### config.mk
export PLATFORM = sky130hd
export DESIGN_NAME = ecr_regs
export DESIGN_NICKNAME = d
export VERILOG_FILES = /design/src/ecr_pkg.sv /design/src/ecr_regs.sv
export SDC_FILE = /design/constraint.sdc
export NUM_CORES = 1
export LEC_CHECK = 0
export BUFFER_PORTS_ARGS = -buffer_cell sky130_fd_sc_hd__buf_4
export CORE_MARGIN = 3
export CORE_UTILIZATION = 38
export CTS_CLUSTER_DIAMETER = 200
export DETAILED_ROUTE_END_ITERATION = 12
export PLACE_DENSITY = 0.75
export SYNTH_ARGS = -nofsm -noshare
export SYNTH_HDL_FRONTEND = slang
export SYNTH_SLANG_ARGS = --single-unit
### constraint.sdc
create_clock -name CORE_CLK -period 1.4 [get_ports CORE_CLK]
set_clock_uncertainty 0.05 [all_clocks]
set_input_delay 0.21 -clock CORE_CLK [delete_from_list [all_inputs] [get_ports CORE_CLK]]
set_output_delay 0.21 -clock CORE_CLK [all_outputs]
set_load 0.02 [all_outputs]
### src/ecr_pkg.sv
// Package for the express capability register bank: offsets, field values,
// reset values and the packed carriers shared by the design and its bench.
// Assumes a 32-bit APB register port with word-aligned byte addresses.
package ecr_pkg;

  // Register byte offsets.
  localparam logic [7:0] ECR_OFS_SUBSYS_HDR = 8'ha8;
  localparam logic [7:0] ECR_OFS_SUBSYS_ID  = 8'hac;
  localparam logic [7:0] ECR_OFS_EXP_HDR    = 8'hb0;
  localparam logic [7:0] ECR_OFS_DEV_CAP    = 8'hb4;

  // Subsystem header constants (low half of the dword at 0xa8).
  localparam logic [7:0] ECR_SUBSYS_CAP_ID  = 8'h0d;
  localparam logic [7:0] ECR_SUBSYS_NEXT    = 8'hb0;

  // Express capability header fields.
  localparam logic [7:0] ECR_EXP_CAP_ID     = 8'h10;
  localparam logic [7:0] ECR_EXP_NEXT       = 8'hf0;
  localparam logic [3:0] ECR_CAP_VERSION    = 4'h1;
  localparam logic [3:0] ECR_PORT_FORWARD   = 4'h7;
  localparam logic [3:0] ECR_PORT_REVERSE   = 4'h8;
  localparam logic [4:0] ECR_INT_MSG_NUM    = 5'h00;

  // Device capability fields.
  localparam logic [2:0] ECR_MAX_PAYLOAD    = 3'h1;
  localparam logic [1:0] ECR_PHANTOM        = 2'h0;
  localparam logic       ECR_EXT_TAG        = 1'h1;
  localparam logic [2:0] ECR_L0S_LAT        = 3'h0;
  localparam logic [2:0] ECR_L1_LAT         = 3'h0;
  localparam logic [7:0] ECR_PWR_VAL_RST    = 8'h00;
  localparam logic [1:0] ECR_PWR_SCL_RST    = 2'h0;

  // Settle count before the synchronised straps are captured.
  localparam logic [1:0] ECR_STRAP_SETTLE   = 2'h3;

  // Answer to an unmapped address.
  localparam logic [31:0] ECR_UNMAPPED_DATA = 32'h0000_0000;

  // Straps captured a few cycles after reset release.
  typedef struct packed {
    logic reverse;
    logic hotplug;
  } ecr_strap_t;

  // Captured slot power limit.
  typedef struct packed {
    logic [1:0] scale;
    logic [7:0] value;
  } ecr_pwr_limit_t;

endpackage

### src/ecr_regs.sv
// Express capability register bank: subsystem dword, capability header,
// capability register and device capability register behind an APB slave.
// Assumes the power limit strobe comes from logic on CORE_CLK;
// the straps are pins and are synchronised here.
//
// The APB interface to the registers was decided locally.
`timescale 1ns/10ps
`default_nettype none

//////////////////////////////////////////////////////////////////////////////
// How it works
// RULE1 - Capability ID 10h in header low byte
// RULE2 - Next pointer F0h links to VPD
// RULE3 - Port type 7 forward, 8 reverse
// RULE4 - Slot implemented zero forward, one reverse
// RULE5 - Phantom functions field reads zero
// RULE6 - Eight-bit tag capability bit reads one
// RULE7 - L0s acceptable latency reads 000
// RULE8 - L1 acceptable latency reads 000
// RULE9 - Attention button only with forward hot-plug
// RULE10 - Indicator bits one with forward hot-plug
// RULE11 - Power limit message captures value and scale
// RULE12 - Subsystem_card_vendor in low half
// RULE13 - Subsystem_card_ident in upper half
// RULE14 - Preceding header points next at B0h
// RULE15 - Writes ignored, reserved bits read zero
// RULE16 - Straps latched at reset, held stable
module ecr_regs #(
  parameter logic [15:0] SUBSYS_VENDOR = 16'h0000, // Arbitrary value.
  parameter logic [15:0] SUBSYS_IDENT  = 16'h0000  // Arbitrary value.
) (
  // Clock and reset.
  input  wire logic                    CORE_CLK,
  input  wire logic                    RST_N,
  // APB slave.
  input  wire logic                    PSEL,
  input  wire logic                    PENABLE,
  input  wire logic                    PWRITE,
  input  wire logic [7:0]              PADDR,
  input  wire logic [31:0]             PWDATA,
  output logic      [31:0]             PRDATA,
  output logic                         PREADY,
  output logic                         PSLVERR,
  // Strap pins.
  input  wire logic                    STRAP_REVERSE,
  input  wire logic                    STRAP_HOTPLUG,
  // Slot power limit message.
  input  wire logic                    PWR_LIMIT_STB,
  input  wire ecr_pkg::ecr_pwr_limit_t PWR_LIMIT_IN,
  // Strap state seen by the rest of the bridge.
  output logic                         REVERSE_MODE,
  output logic                         HOTPLUG_ON
);
  import ecr_pkg::*;

  logic [1:0]     strap_meta_reg;
  logic [1:0]     strap_sync_reg;
  logic           strap_done_reg;
  ecr_strap_t     strap_reg;
  ecr_pwr_limit_t pwr_reg;
  logic           access_reg;
  logic [31:0]    rdata_next;
  logic           hit_next;

  // Hot-plug presence bits are shared by three fields, so decode once.
  // Reverse bridges never advertise them, whatever the hot-plug strap says.
  function automatic logic hp_present(input ecr_strap_t s);
    hp_present = s.hotplug & ~s.reverse;
  endfunction

  ////////////////////////////////////////////////////////////////////////////
  // Straps are pins, so they pass two flops before anything looks at them.
  always_ff @(posedge CORE_CLK or negedge RST_N) begin
    if (!RST_N) begin
      strap_meta_reg <= 2'h0;
      strap_sync_reg <= 2'h0;
    end else begin
      strap_meta_reg <= {STRAP_REVERSE, STRAP_HOTPLUG};
      strap_sync_reg <= strap_meta_reg;
    end
  end

  // Capture once, a few cycles after release, then freeze until reset.
  // The sampling delay gives the synchroniser time to settle.
  logic [1:0] settle_reg;
  always_ff @(posedge CORE_CLK or negedge RST_N) begin
    if (!RST_N) begin
      settle_reg     <= 2'h0;
      strap_done_reg <= 1'b0;
      strap_reg      <= '0;
    end else if (!strap_done_reg) begin
      settle_reg <= settle_reg + 2'h1;
      if (settle_reg == ECR_STRAP_SETTLE) begin
        strap_done_reg    <= 1'b1;                // RULE16
        strap_reg.reverse <= strap_sync_reg[1];   // RULE16
        strap_reg.hotplug <= strap_sync_reg[0];   // RULE16
      end
    end
  end

  ////////////////////////////////////////////////////////////////////////////
  // Slot power limit capture; only the message writes these fields.
  always_ff @(posedge CORE_CLK or negedge RST_N) begin
    if (!RST_N) begin
      pwr_reg.value <= ECR_PWR_VAL_RST;
      pwr_reg.scale <= ECR_PWR_SCL_RST;
    end else if (PWR_LIMIT_STB) begin
      pwr_reg <= PWR_LIMIT_IN; // RULE11
    end
  end

  ////////////////////////////////////////////////////////////////////////////
  // Read mux. Every field is read-only, so writes only complete the transfer.
  always_comb begin
    rdata_next = ECR_UNMAPPED_DATA;
    hit_next   = 1'b1;
    case (PADDR)
      ECR_OFS_SUBSYS_HDR: begin
        rdata_next[7:0]   = ECR_SUBSYS_CAP_ID;
        rdata_next[15:8]  = ECR_SUBSYS_NEXT;         // RULE14
        rdata_next[31:16] = 16'h0000;                // RULE15
      end
      ECR_OFS_SUBSYS_ID: begin
        rdata_next[15:0]  = SUBSYS_VENDOR;           // RULE12
        rdata_next[31:16] = SUBSYS_IDENT;            // RULE13
      end
      ECR_OFS_EXP_HDR: begin
        rdata_next[7:0]   = ECR_EXP_CAP_ID;          // RULE1
        rdata_next[15:8]  = ECR_EXP_NEXT;            // RULE2
        rdata_next[19:16] = ECR_CAP_VERSION;
        rdata_next[23:20] = strap_reg.reverse ? ECR_PORT_REVERSE
                                              : ECR_PORT_FORWARD; // RULE3
        rdata_next[24]    = strap_reg.reverse;       // RULE4
        rdata_next[29:25] = ECR_INT_MSG_NUM;
        rdata_next[31:30] = 2'h0;                    // RULE15
      end
      ECR_OFS_DEV_CAP: begin
        rdata_next[2:0]   = ECR_MAX_PAYLOAD;
        rdata_next[4:3]   = ECR_PHANTOM;             // RULE5
        rdata_next[5]     = ECR_EXT_TAG;             // RULE6
        rdata_next[8:6]   = ECR_L0S_LAT;             // RULE7
        rdata_next[11:9]  = ECR_L1_LAT;              // RULE8
        rdata_next[12]    = hp_present(strap_reg);   // RULE9
        rdata_next[13]    = hp_present(strap_reg);   // RULE10
        rdata_next[14]    = hp_present(strap_reg);   // RULE10
        rdata_next[17:15] = 3'h0;                    // RULE15
        rdata_next[25:18] = pwr_reg.value;           // RULE11
        rdata_next[27:26] = pwr_reg.scale;           // RULE11
        rdata_next[31:28] = 4'h0;                    // RULE15
      end
      default: begin
        hit_next = 1'b0;
      end
    endcase
  end

  ////////////////////////////////////////////////////////////////////////////
  // APB answer: one wait state, so PREADY rises in the second access cycle.
  // PWDATA is deliberately unused; nothing here is writable.
  always_ff @(posedge CORE_CLK or negedge RST_N) begin
    if (!RST_N) begin
      access_reg <= 1'b0;
      PREADY     <= 1'b0;
      PRDATA     <= 32'h0000_0000;
      PSLVERR    <= 1'b0;
    end else begin
      access_reg <= PSEL & PENABLE & ~PREADY & ~access_reg;
      PREADY     <= PSEL & PENABLE & ~PREADY & ~access_reg;
      if (PSEL & PENABLE & ~PREADY & ~access_reg) begin
        PRDATA  <= PWRITE ? 32'h0000_0000 : rdata_next; // RULE15
        PSLVERR <= ~hit_next;
      end else begin
        PRDATA  <= 32'h0000_0000;
        PSLVERR <= 1'b0;
      end
    end
  end

  // Strap state to the rest of the bridge, from flops.
  always_ff @(posedge CORE_CLK or negedge RST_N) begin
    if (!RST_N) begin
      REVERSE_MODE <= 1'b0;
      HOTPLUG_ON   <= 1'b0;
    end else begin
      REVERSE_MODE <= strap_reg.reverse;
      HOTPLUG_ON   <= strap_reg.hotplug;
    end
  end

endmodule

`default_nettype wire

After elaboration in Yosys (flattened, before gate mapping). Cells that the tools add are included.

Register bits after elaboration: 55. Input port bits: 58. Output and inout bits: 36. Logic and storage cells: 37.

Add/sub/neg operators: 1. Eq/ne operators: 5. Multiplexer cells: 8. Bitwise logic cells: 8. Reduce and logical (&&, ||, !) cells: 2.

Operators by type and width (count): 28-bit case mux with 3 select lines (1); 32-bit two-way mux (2); 8-bit equality test (second input constant) (4); 1-bit bitwise AND (4); 1-bit two-way mux (4); 4-bit two-way mux (1); 1-bit inverter (4); 4-bit OR reduction (1); 2-bit by 1-bit adder with 2-bit output (second input constant) (1); 2-bit equality test (second input constant) (1); 2-bit AND reduction (1).

Logic depth before layout (Yosys ltp). Gate-level depths: netlist (run 1).

Depth after elaboration: 5. Depth in mapped cells: 4. Depth with buffers taken out: 3.

Worst setup path after synthesis (run 1). No wires, ideal clock.

Path kind: reg2reg. From: register access_reg. To: register PRDATA[23]. Library setup time: 0.077 ns. Arrival: 1.420 ns. Required time: 1.273 ns. Path slack: -0.147 ns. Stages on the path, launching flop included: 5. Path buffers: 1. Period minus slack after synthesis: 1.547 ns. Cell sequence: dfrtp_1 nand3b_1 or4_1 buf_2 a21oi_1.

Longest elaborated chain between the ends: 4.

Ends and longest elaborated chain: start, declared (RTL line ecr_regs.sv:61) `logic access_reg;`; start signal, assigned (RTL line ecr_regs.sv:167) `access_reg <= PSEL & PENABLE & ~PREADY & ~access_reg;`; 1-bit inverter * (RTL line ecr_regs.sv:169) `if (PSEL & PENABLE & ~PREADY & ~access_reg) begin`; 1-bit bitwise AND; 1-bit bitwise AND * (RTL line ecr_regs.sv:169); 32-bit two-way mux * (RTL line ecr_regs.sv:169); end signal, assigned (RTL line ecr_regs.sv:170) `PRDATA <= PWRITE ? 32'h0000_0000 : rdata_next;`; end, declared (RTL line ecr_regs.sv:41) `output logic [31:0] PRDATA,`.

Mark *: on every way between the ends. The rest lies on a longest branch, timed or not. A chain may end at the register's enable or synchronous reset.

Worst setup path in the final report (run 1). Same ends and word-level chain as after synthesis.

==> results of run 1 <==
-- synthesized netlist by cell type --
master / n
sky130_fd_sc_hd__buf_2: 1
sky130_fd_sc_hd__nor3_1: 2
sky130_fd_sc_hd__a21oi_1: 8
sky130_fd_sc_hd__dfrtp_1: 40
sky130_fd_sc_hd__nand2_1: 5
sky130_fd_sc_hd__inv_1: 2
sky130_fd_sc_hd__or3b_1: 1
sky130_fd_sc_hd__ha_1: 1
sky130_fd_sc_hd__xnor2_1: 2
sky130_fd_sc_hd__nand4bb_1: 1
sky130_fd_sc_hd__buf_4: 15
sky130_fd_sc_hd__mux2_2: 13
sky130_fd_sc_hd__a21bo_2: 1
sky130_fd_sc_hd__nor2b_1: 2
sky130_fd_sc_hd__nand2b_1: 1
sky130_fd_sc_hd__clkbuf_1: 3
sky130_fd_sc_hd__nor4_1: 1
sky130_fd_sc_hd__conb_1: 1
sky130_fd_sc_hd__nor2_1: 9
sky130_fd_sc_hd__or2_2: 1
sky130_fd_sc_hd__nand3b_1: 1
sky130_fd_sc_hd__and3_1: 5
sky130_fd_sc_hd__or4_1: 2
-- path summary, 6_finish.rpt --
path / end / slack [ns] / cells past startpoint
setup reg to reg: PRDATA[23]$_DFF_PN0_ / -0.11 / 3
max in group asynchronous: PRDATA[25]$_DFF_PN0_ / 0.58 / 2
hold reg to reg: strap_sync_reg[0]$_DFF_PN0_ / 0.30 / 0
hold / removal: pwr_reg[5]$_DFFE_PN0P_ / 0.11 / 2
setup / recovery: PRDATA[23]$_DFF_PN0_ / -0.11 / 3
min in group asynchronous: PRDATA[13]$_DFF_PN0_ / 0.39 / 2
-- logic make-up (layout without fill, tap and decap cells) --
kind of cell,after synthesis,after routing
xor gates and xnor gates,2,2
muxes,13,13
and+or+nand+nor,31,31
DFF,40,40
other,1,12
AOI/OAI and AO/OA,9,9
buffers and inverters,21,70
adders and majority gates,1,1
-- cell type report --
cell class,count,share of cell area [%]
clock buffer,8,4.26
inverter,2,0.355
multi-input combinational,68,23.5
sequential,40,47.4
tap,48,2.84
timing repair buffer,60,21.7
-- timing repair --
action                                  CTS  global route
hold endpoints to repair                 42             0
endpoints found under the setup margin   17            17
pin swaps                                 5             6
setup buffers                             0             3
gates resized for setup                  10             6
hold buffers                              3             0
-- routing by layer --
layer  track usage [%]  wire length, um
met5                 0                0
met4              7.16               70
met2              19.2             1360
met3              5.36              307
met1              14.2             1130
-- where the power goes --
| group | leakage [nW] | internal (mW) | switching [mW] |
|---|---|---|---|
| clock | 0.0455 | 0.401 | 0.353 |
| combinational | 0.507 | 0.111 | 0.120 |
| sequential | 0.511 | 1.20 | 0.0190 |
-- through the flow --
stage                     setup WS [ns]  instance area, sq um  hold WS (ns)  std cells  power, mW
after floorplan                  -0.147                  1580        -0.136        129       1.37
after global placement           -0.176                  1930         0.146        214       1.45
after detailed placement         -0.202                  1930         0.155        214       1.45
after CTS                        -0.108                  2090        0.0993        225       2.23
after global routing             -0.171                  2110         0.106        226       2.31
final                            -0.113                  2110         0.109        226       2.20
==> impl_metrics.ini, run 1 <==
[outcome]
run_status = finished with violations
violations = negative setup slack

[final_layout]
most-common-layout-cells = 57 x sky130_fd_sc_hd__buf_4, 40 x sky130_fd_sc_hd__dfrtp_1, 13 x sky130_fd_sc_hd__mux2_2
sequential_cell_area_sq_um = 1000
final_layout_size_suffix_gt1_share_pct = 51.7
nets = 236
area_of_the_multi_input_gates_sq_um = 497
largest_register_ff_count = 17
areaGrowthSynthToFinish_pct = 37.7
insertedDiodeCount = 0
mostFrequentLayoutCell = sky130_fd_sc_hd__buf_4
finish.utilization_pct = 56.0
layout_filler_cell_count = 322

[setup_path]
crit_fanout = 8
worst_path_max_delay_cell = sky130_fd_sc_hd__or4_4
crit_start = access_reg$_DFF_PN0_
setup.worst_path.end_class = flip-flop
cp.arrival_ns = 1.68
critPathRequiredTime_ns = 1.56
critical_path.cell_chain = nand3b_1, or4_4, a21oi_2
crit_type = reg -> reg
worstPathBufferInverterCount = 0
critical_path.reg2reg.startpoint = access_reg$_DFF_PN0_
max_stage_delay_ns = 0.66
cp-start-kind = flip-flop
path_delay_family = simple AND/OR/NAND/NOR gates

[synthesis]
synth_compound_area_share_pct = 3.26
synth_xor_area_share_pct = 1.14
synth_top_family_by_area = simple AND/OR/NAND/NOR gates
synth_top_cell_by_area = sky130_fd_sc_hd__dfrtp_1
synthDominantCellAreaShare_pct = 65.2
synth.cell_area_sq_um = 1540
synth_fa_ha_area_share_pct = 0.815
synth.area.mux_share_pct = 9.54
synth_cell_types = 23
syn_inst = 118
yosysWarnings = 0
synth_simple_gate_area_share_pct = 10.9
register_bit_total_from_synthesis = 40
synth_area_leaders = sky130_fd_sc_hd__dfrtp_1 65%, sky130_fd_sc_hd__mux2_2 9.5%, sky130_fd_sc_hd__buf_4 7.3%, sky130_fd_sc_hd__a21oi_1 2.6%, sky130_fd_sc_hd__nor2_1 2.2%
register_area_share_after_synthesis_pct = 65.2
synthesized_area_per_cell_sq_um = 13.0

[timing]
period_share_pct = 108
fin_ws_ns = -0.113
rsz_0062_raised_after_global_routing = true
report.final.hold_viol_count = 0
setup_viol = 17
finalMaxSlewViolations = 0
setup_tns_ns = -1.14
max_freq_mhz = 661
period_minus_slack_ns = 1.51

[floorplanning]
design.portCount = 94
floorplan.die.width_um = 69.6
dieHeight_um = 69.6
floorplan.die_area_sq_um = 4840
std_cell_rows = 22
core_sq_um = 3770
floorplan.initialDensity_pct = 40.7

[power]
power.density_nw_per_um2 = 1040
max-vdd-ir-drop_mv = 0.447
power.static_leakage_nw = 1.06

[routing]
route.vias.total = 1027
dr.first_iter.drc_count = 43
drtPass1Iterations = 3
drt_drc_violations_left = 0
vias_per_cell = 4.54
post_drt_wl_per_cell_um = 12.7
drt-total-wl_mm = 2.87
drt.antenna.violating_nets = 0

[global_route]
grt_start_max_net_pins = 41
grtUsageTotal_pct = 12.4
grt_pass1_vias = 1033
grt_first_pass_wirelength_mm = 4.71
grt-ovfl-total = 0
antenna_found_initial = 0

[clocking]
clk_pin_slew_worst_paths_ns = 0.07
tritoncts = built
clock_latency_ns = 0.28
clock-sinks = 40
cts_buffers = 5
cts_buffer_depth = 2
htreeDepth = 2
clock-root-buffer = sky130_fd_sc_hd__clkbuf_8

[hold_path]
timing.hold.worst.class = in -> reg
holdCritStartpoint = PWR_LIMIT_IN[5]

[placement]
numPortBuffers = 49
gpl.final_weighted_congestion = 0.781
place_hpwl_mm = 2.00

[flow_run]
max-cap-violations = 0
No activity file was read; power rests on OpenSTA's default activity.
==> run 2: changes to the inputs <==
--- a/config.mk
+++ b/config.mk
@@ -7,10 +7,12 @@
 export LEC_CHECK = 0
 export BUFFER_PORTS_ARGS = -buffer_cell sky130_fd_sc_hd__buf_4
 export CORE_MARGIN = 3
-export CORE_UTILIZATION = 38
+export CORE_UTILIZATION = 40
+export CTS_BUF_LIST = sky130_fd_sc_hd__clkbuf_8
 export CTS_CLUSTER_DIAMETER = 200
 export DETAILED_ROUTE_END_ITERATION = 12
-export PLACE_DENSITY = 0.75
+export PLACE_DENSITY = 0.78
+export SKIP_CTS_REPAIR_TIMING = 1
 export SYNTH_ARGS = -nofsm -noshare
 export SYNTH_HDL_FRONTEND = slang
 export SYNTH_SLANG_ARGS = --single-unit
==> run 2 against run 1 <==
  * The run still ends with negative setup slack left
  * Clock-buffer cell count decreased by 1
  * Via count decreased by 1.8%
  * Fmax increased by 5.7%
  * Die area decreased by 4.6%
  * Design area increased by 0.53%
  * Combinational power decreased by 3%
  * Final cell count decreased by 1.8%
  * Global-route usage increased by 0.29 points
  * Core utilization increased by 4.3 points
==> impl_metrics.ini, run 2 (same netlist as run 1, synthesis figures left out) <==
[outcome]
run_status = finished with violations
violations = negative setup slack

[placement]
gpl.final_weighted_congestion = 0.736
place_hpwl_mm = 2.07
numPortBuffers = 49

[setup_path]
crit-reg2reg-capture = PRDATA[15]$_DFF_PN0_
timing.reg2reg.setup_slack_ns = -0.03
crit_fanout = 4
cp-start-kind = flip-flop
critical_path.reg2reg.startpoint = access_reg$_DFF_PN0_
crit_type = reg -> reg
critPathRequiredTime_ns = 1.56
cp.arrival_ns = 1.59
r2r.worst_path.cells = 3
setup.worst_path.end_class = flip-flop

[floorplanning]
std_cell_rows = 21
design.portCount = 94
floorplan.initialDensity_pct = 43.6
dieHeight_um = 68.0
floorplan.die_area_sq_um = 4620
floorplan.die.width_um = 68.0
core_sq_um = 3520

[hold_path]
holdCritStartpoint = PWR_LIMIT_IN[3]
worst_hold_path_depth = 2
holdPathEnd = pwr_reg[3]$_DFFE_PN0P_
timing.hold.worst.class = in -> reg

[final_layout]
largest_register_ff_count = 17
layout_filler_cell_count = 289
area_of_the_multi_input_gates_sq_um = 485
nets = 234
areaGrowthSynthToFinish_pct = 38.4
sequential_cell_area_sq_um = 1000
insertedDiodeCount = 0
finish.utilization_pct = 60.3
final_layout_size_suffix_gt1_share_pct = 49.4
most-common-layout-cells = 54 x sky130_fd_sc_hd__buf_4, 40 x sky130_fd_sc_hd__dfrtp_1, 13 x sky130_fd_sc_hd__mux2_2
mostFrequentLayoutCell = sky130_fd_sc_hd__buf_4

[routing]
drt-total-wl_mm = 2.77
vias_per_cell = 4.55
drt_drc_violations_left = 0
drtPass1Iterations = 4
post_drt_wl_per_cell_um = 12.5
dr.first_iter.drc_count = 45
route.vias.total = 1009
drt.antenna.violating_nets = 0

[timing]
finalMaxSlewViolations = 0
period_minus_slack_ns = 1.43
fin_ws_ns = -0.0318
rsz_0062_raised_after_global_routing = true
report.final.hold_viol_count = 0
period_share_pct = 102
max_freq_mhz = 698
setup_viol = 1
worst_hold_slack_ns = 0.112

[global_route]
grt_pass1_vias = 1025
grt-ovfl-total = 0
antenna_found_initial = 0
grtUsageTotal_pct = 12.7
grt_first_pass_wirelength_mm = 4.24
grt_start_max_net_pins = 41

[clocking]
htreeDepth = 2
clock_latency_ns = 0.28
clock-sinks = 40
clock-root-buffer = sky130_fd_sc_hd__clkbuf_8
tritoncts = built
cts_buffer_depth = 2
cts_buffers = 5
clk_pin_slew_worst_paths_ns = 0.07

[flow_run]
max-cap-violations = 0

[power]
power.static_leakage_nw = 1.08
power.density_nw_per_um2 = 1140
max-vdd-ir-drop_mv = 0.895
==> run 2: cell types whose count changed in the layout (fill, tap and decap cells not counted), moves of 2 or more <==
cell and change:
sky130_fd_sc_hd__nor2_1 +4, sky130_fd_sc_hd__buf_4 -3, sky130_fd_sc_hd__nor2_2 -3, sky130_fd_sc_hd__clkbuf_1 -2
==> run 2: final cells by class <==
cell class              count  area share (%)
flip-flops and latches     40            47.1
multi-input cells          68            22.9
repair buffers             58            21.0
clock buffers               7            4.53
well taps                  46            2.71
clock inverters             1            1.41
inverters                   2           0.353
==> run 2: through the flow <==
| stage | instance area [sq um] | std cells | setup slack, ns | setup TNS, ns | power, mW |
|---|---|---|---|---|---|
| 6_report | 2120 | 222 | -0.0318 | -0.0318 | 2.43 |
| 5_1_grt | 2120 | 222 | -0.0730 | -0.143 | 2.55 |
| 4_1_cts | 2040 | 219 | -0.170 | -1.46 | 2.43 |
| 3_5_place_dp | 1920 | 211 | -0.208 | -1.93 | 1.45 |
| 3_3_place_gp | 1920 | 211 | -0.172 | -1.66 | 1.44 |
| 2_1_floorplan | 1580 | 129 | -0.147 | -1.31 | 1.37 |
==> run 2: report_power, final <==
| group | internal (mW) | switching, mW |
|---|---|---|
| logic | 0.108 | 0.117 |
| clock network | 0.628 | 0.353 |
| registers | 1.20 | 0.0204 |
==> run 2: worst max path at each step <==
| stage | startpoint | endpoint | slack (ns) | depth (start not counted) |
|---|---|---|---|---|
| 6_report | access_reg$_DFF_PN0_ | PRDATA[15]$_DFF_PN0_ | -0.03 | 3 |
| 5_1_grt | access_reg$_DFF_PN0_ | PRDATA[15]$_DFF_PN0_ | -0.07 | 3 |
| 4_1_cts | access_reg$_DFF_PN0_ | PRDATA[14]$_DFF_PN0_ | -0.17 | 3 |
| 3_5_place_dp | PADDR[3] | PRDATA[14]$_DFF_PN0_ | -0.21 | 4 |
| 3_3_place_gp | PADDR[3] | PRDATA[14]$_DFF_PN0_ | -0.17 | 4 |
| 2_1_floorplan | access_reg$_DFF_PN0_ | PRDATA[23]$_DFF_PN0_ | -0.15 | 4 |
==> run 2: critical path, cell delays in order, from the launching register on <==
cell and delay (ns):
sky130_fd_sc_hd__dfrtp_1 0.38, sky130_fd_sc_hd__nand3b_1 0.22, sky130_fd_sc_hd__or4_4 0.55, sky130_fd_sc_hd__nor3_2 0.16
==> run 2: per-layer routing <==
layer	wire, um	up-vias	part of all wire [%]	GRT usage, %
met3	296	8	11	4.11
li1	-	479	-	-
met5	0	-	0	0
met2	1390	54	50	23.6
met1	1010	468	36	12.2
met4	77	0	2.8	6.70
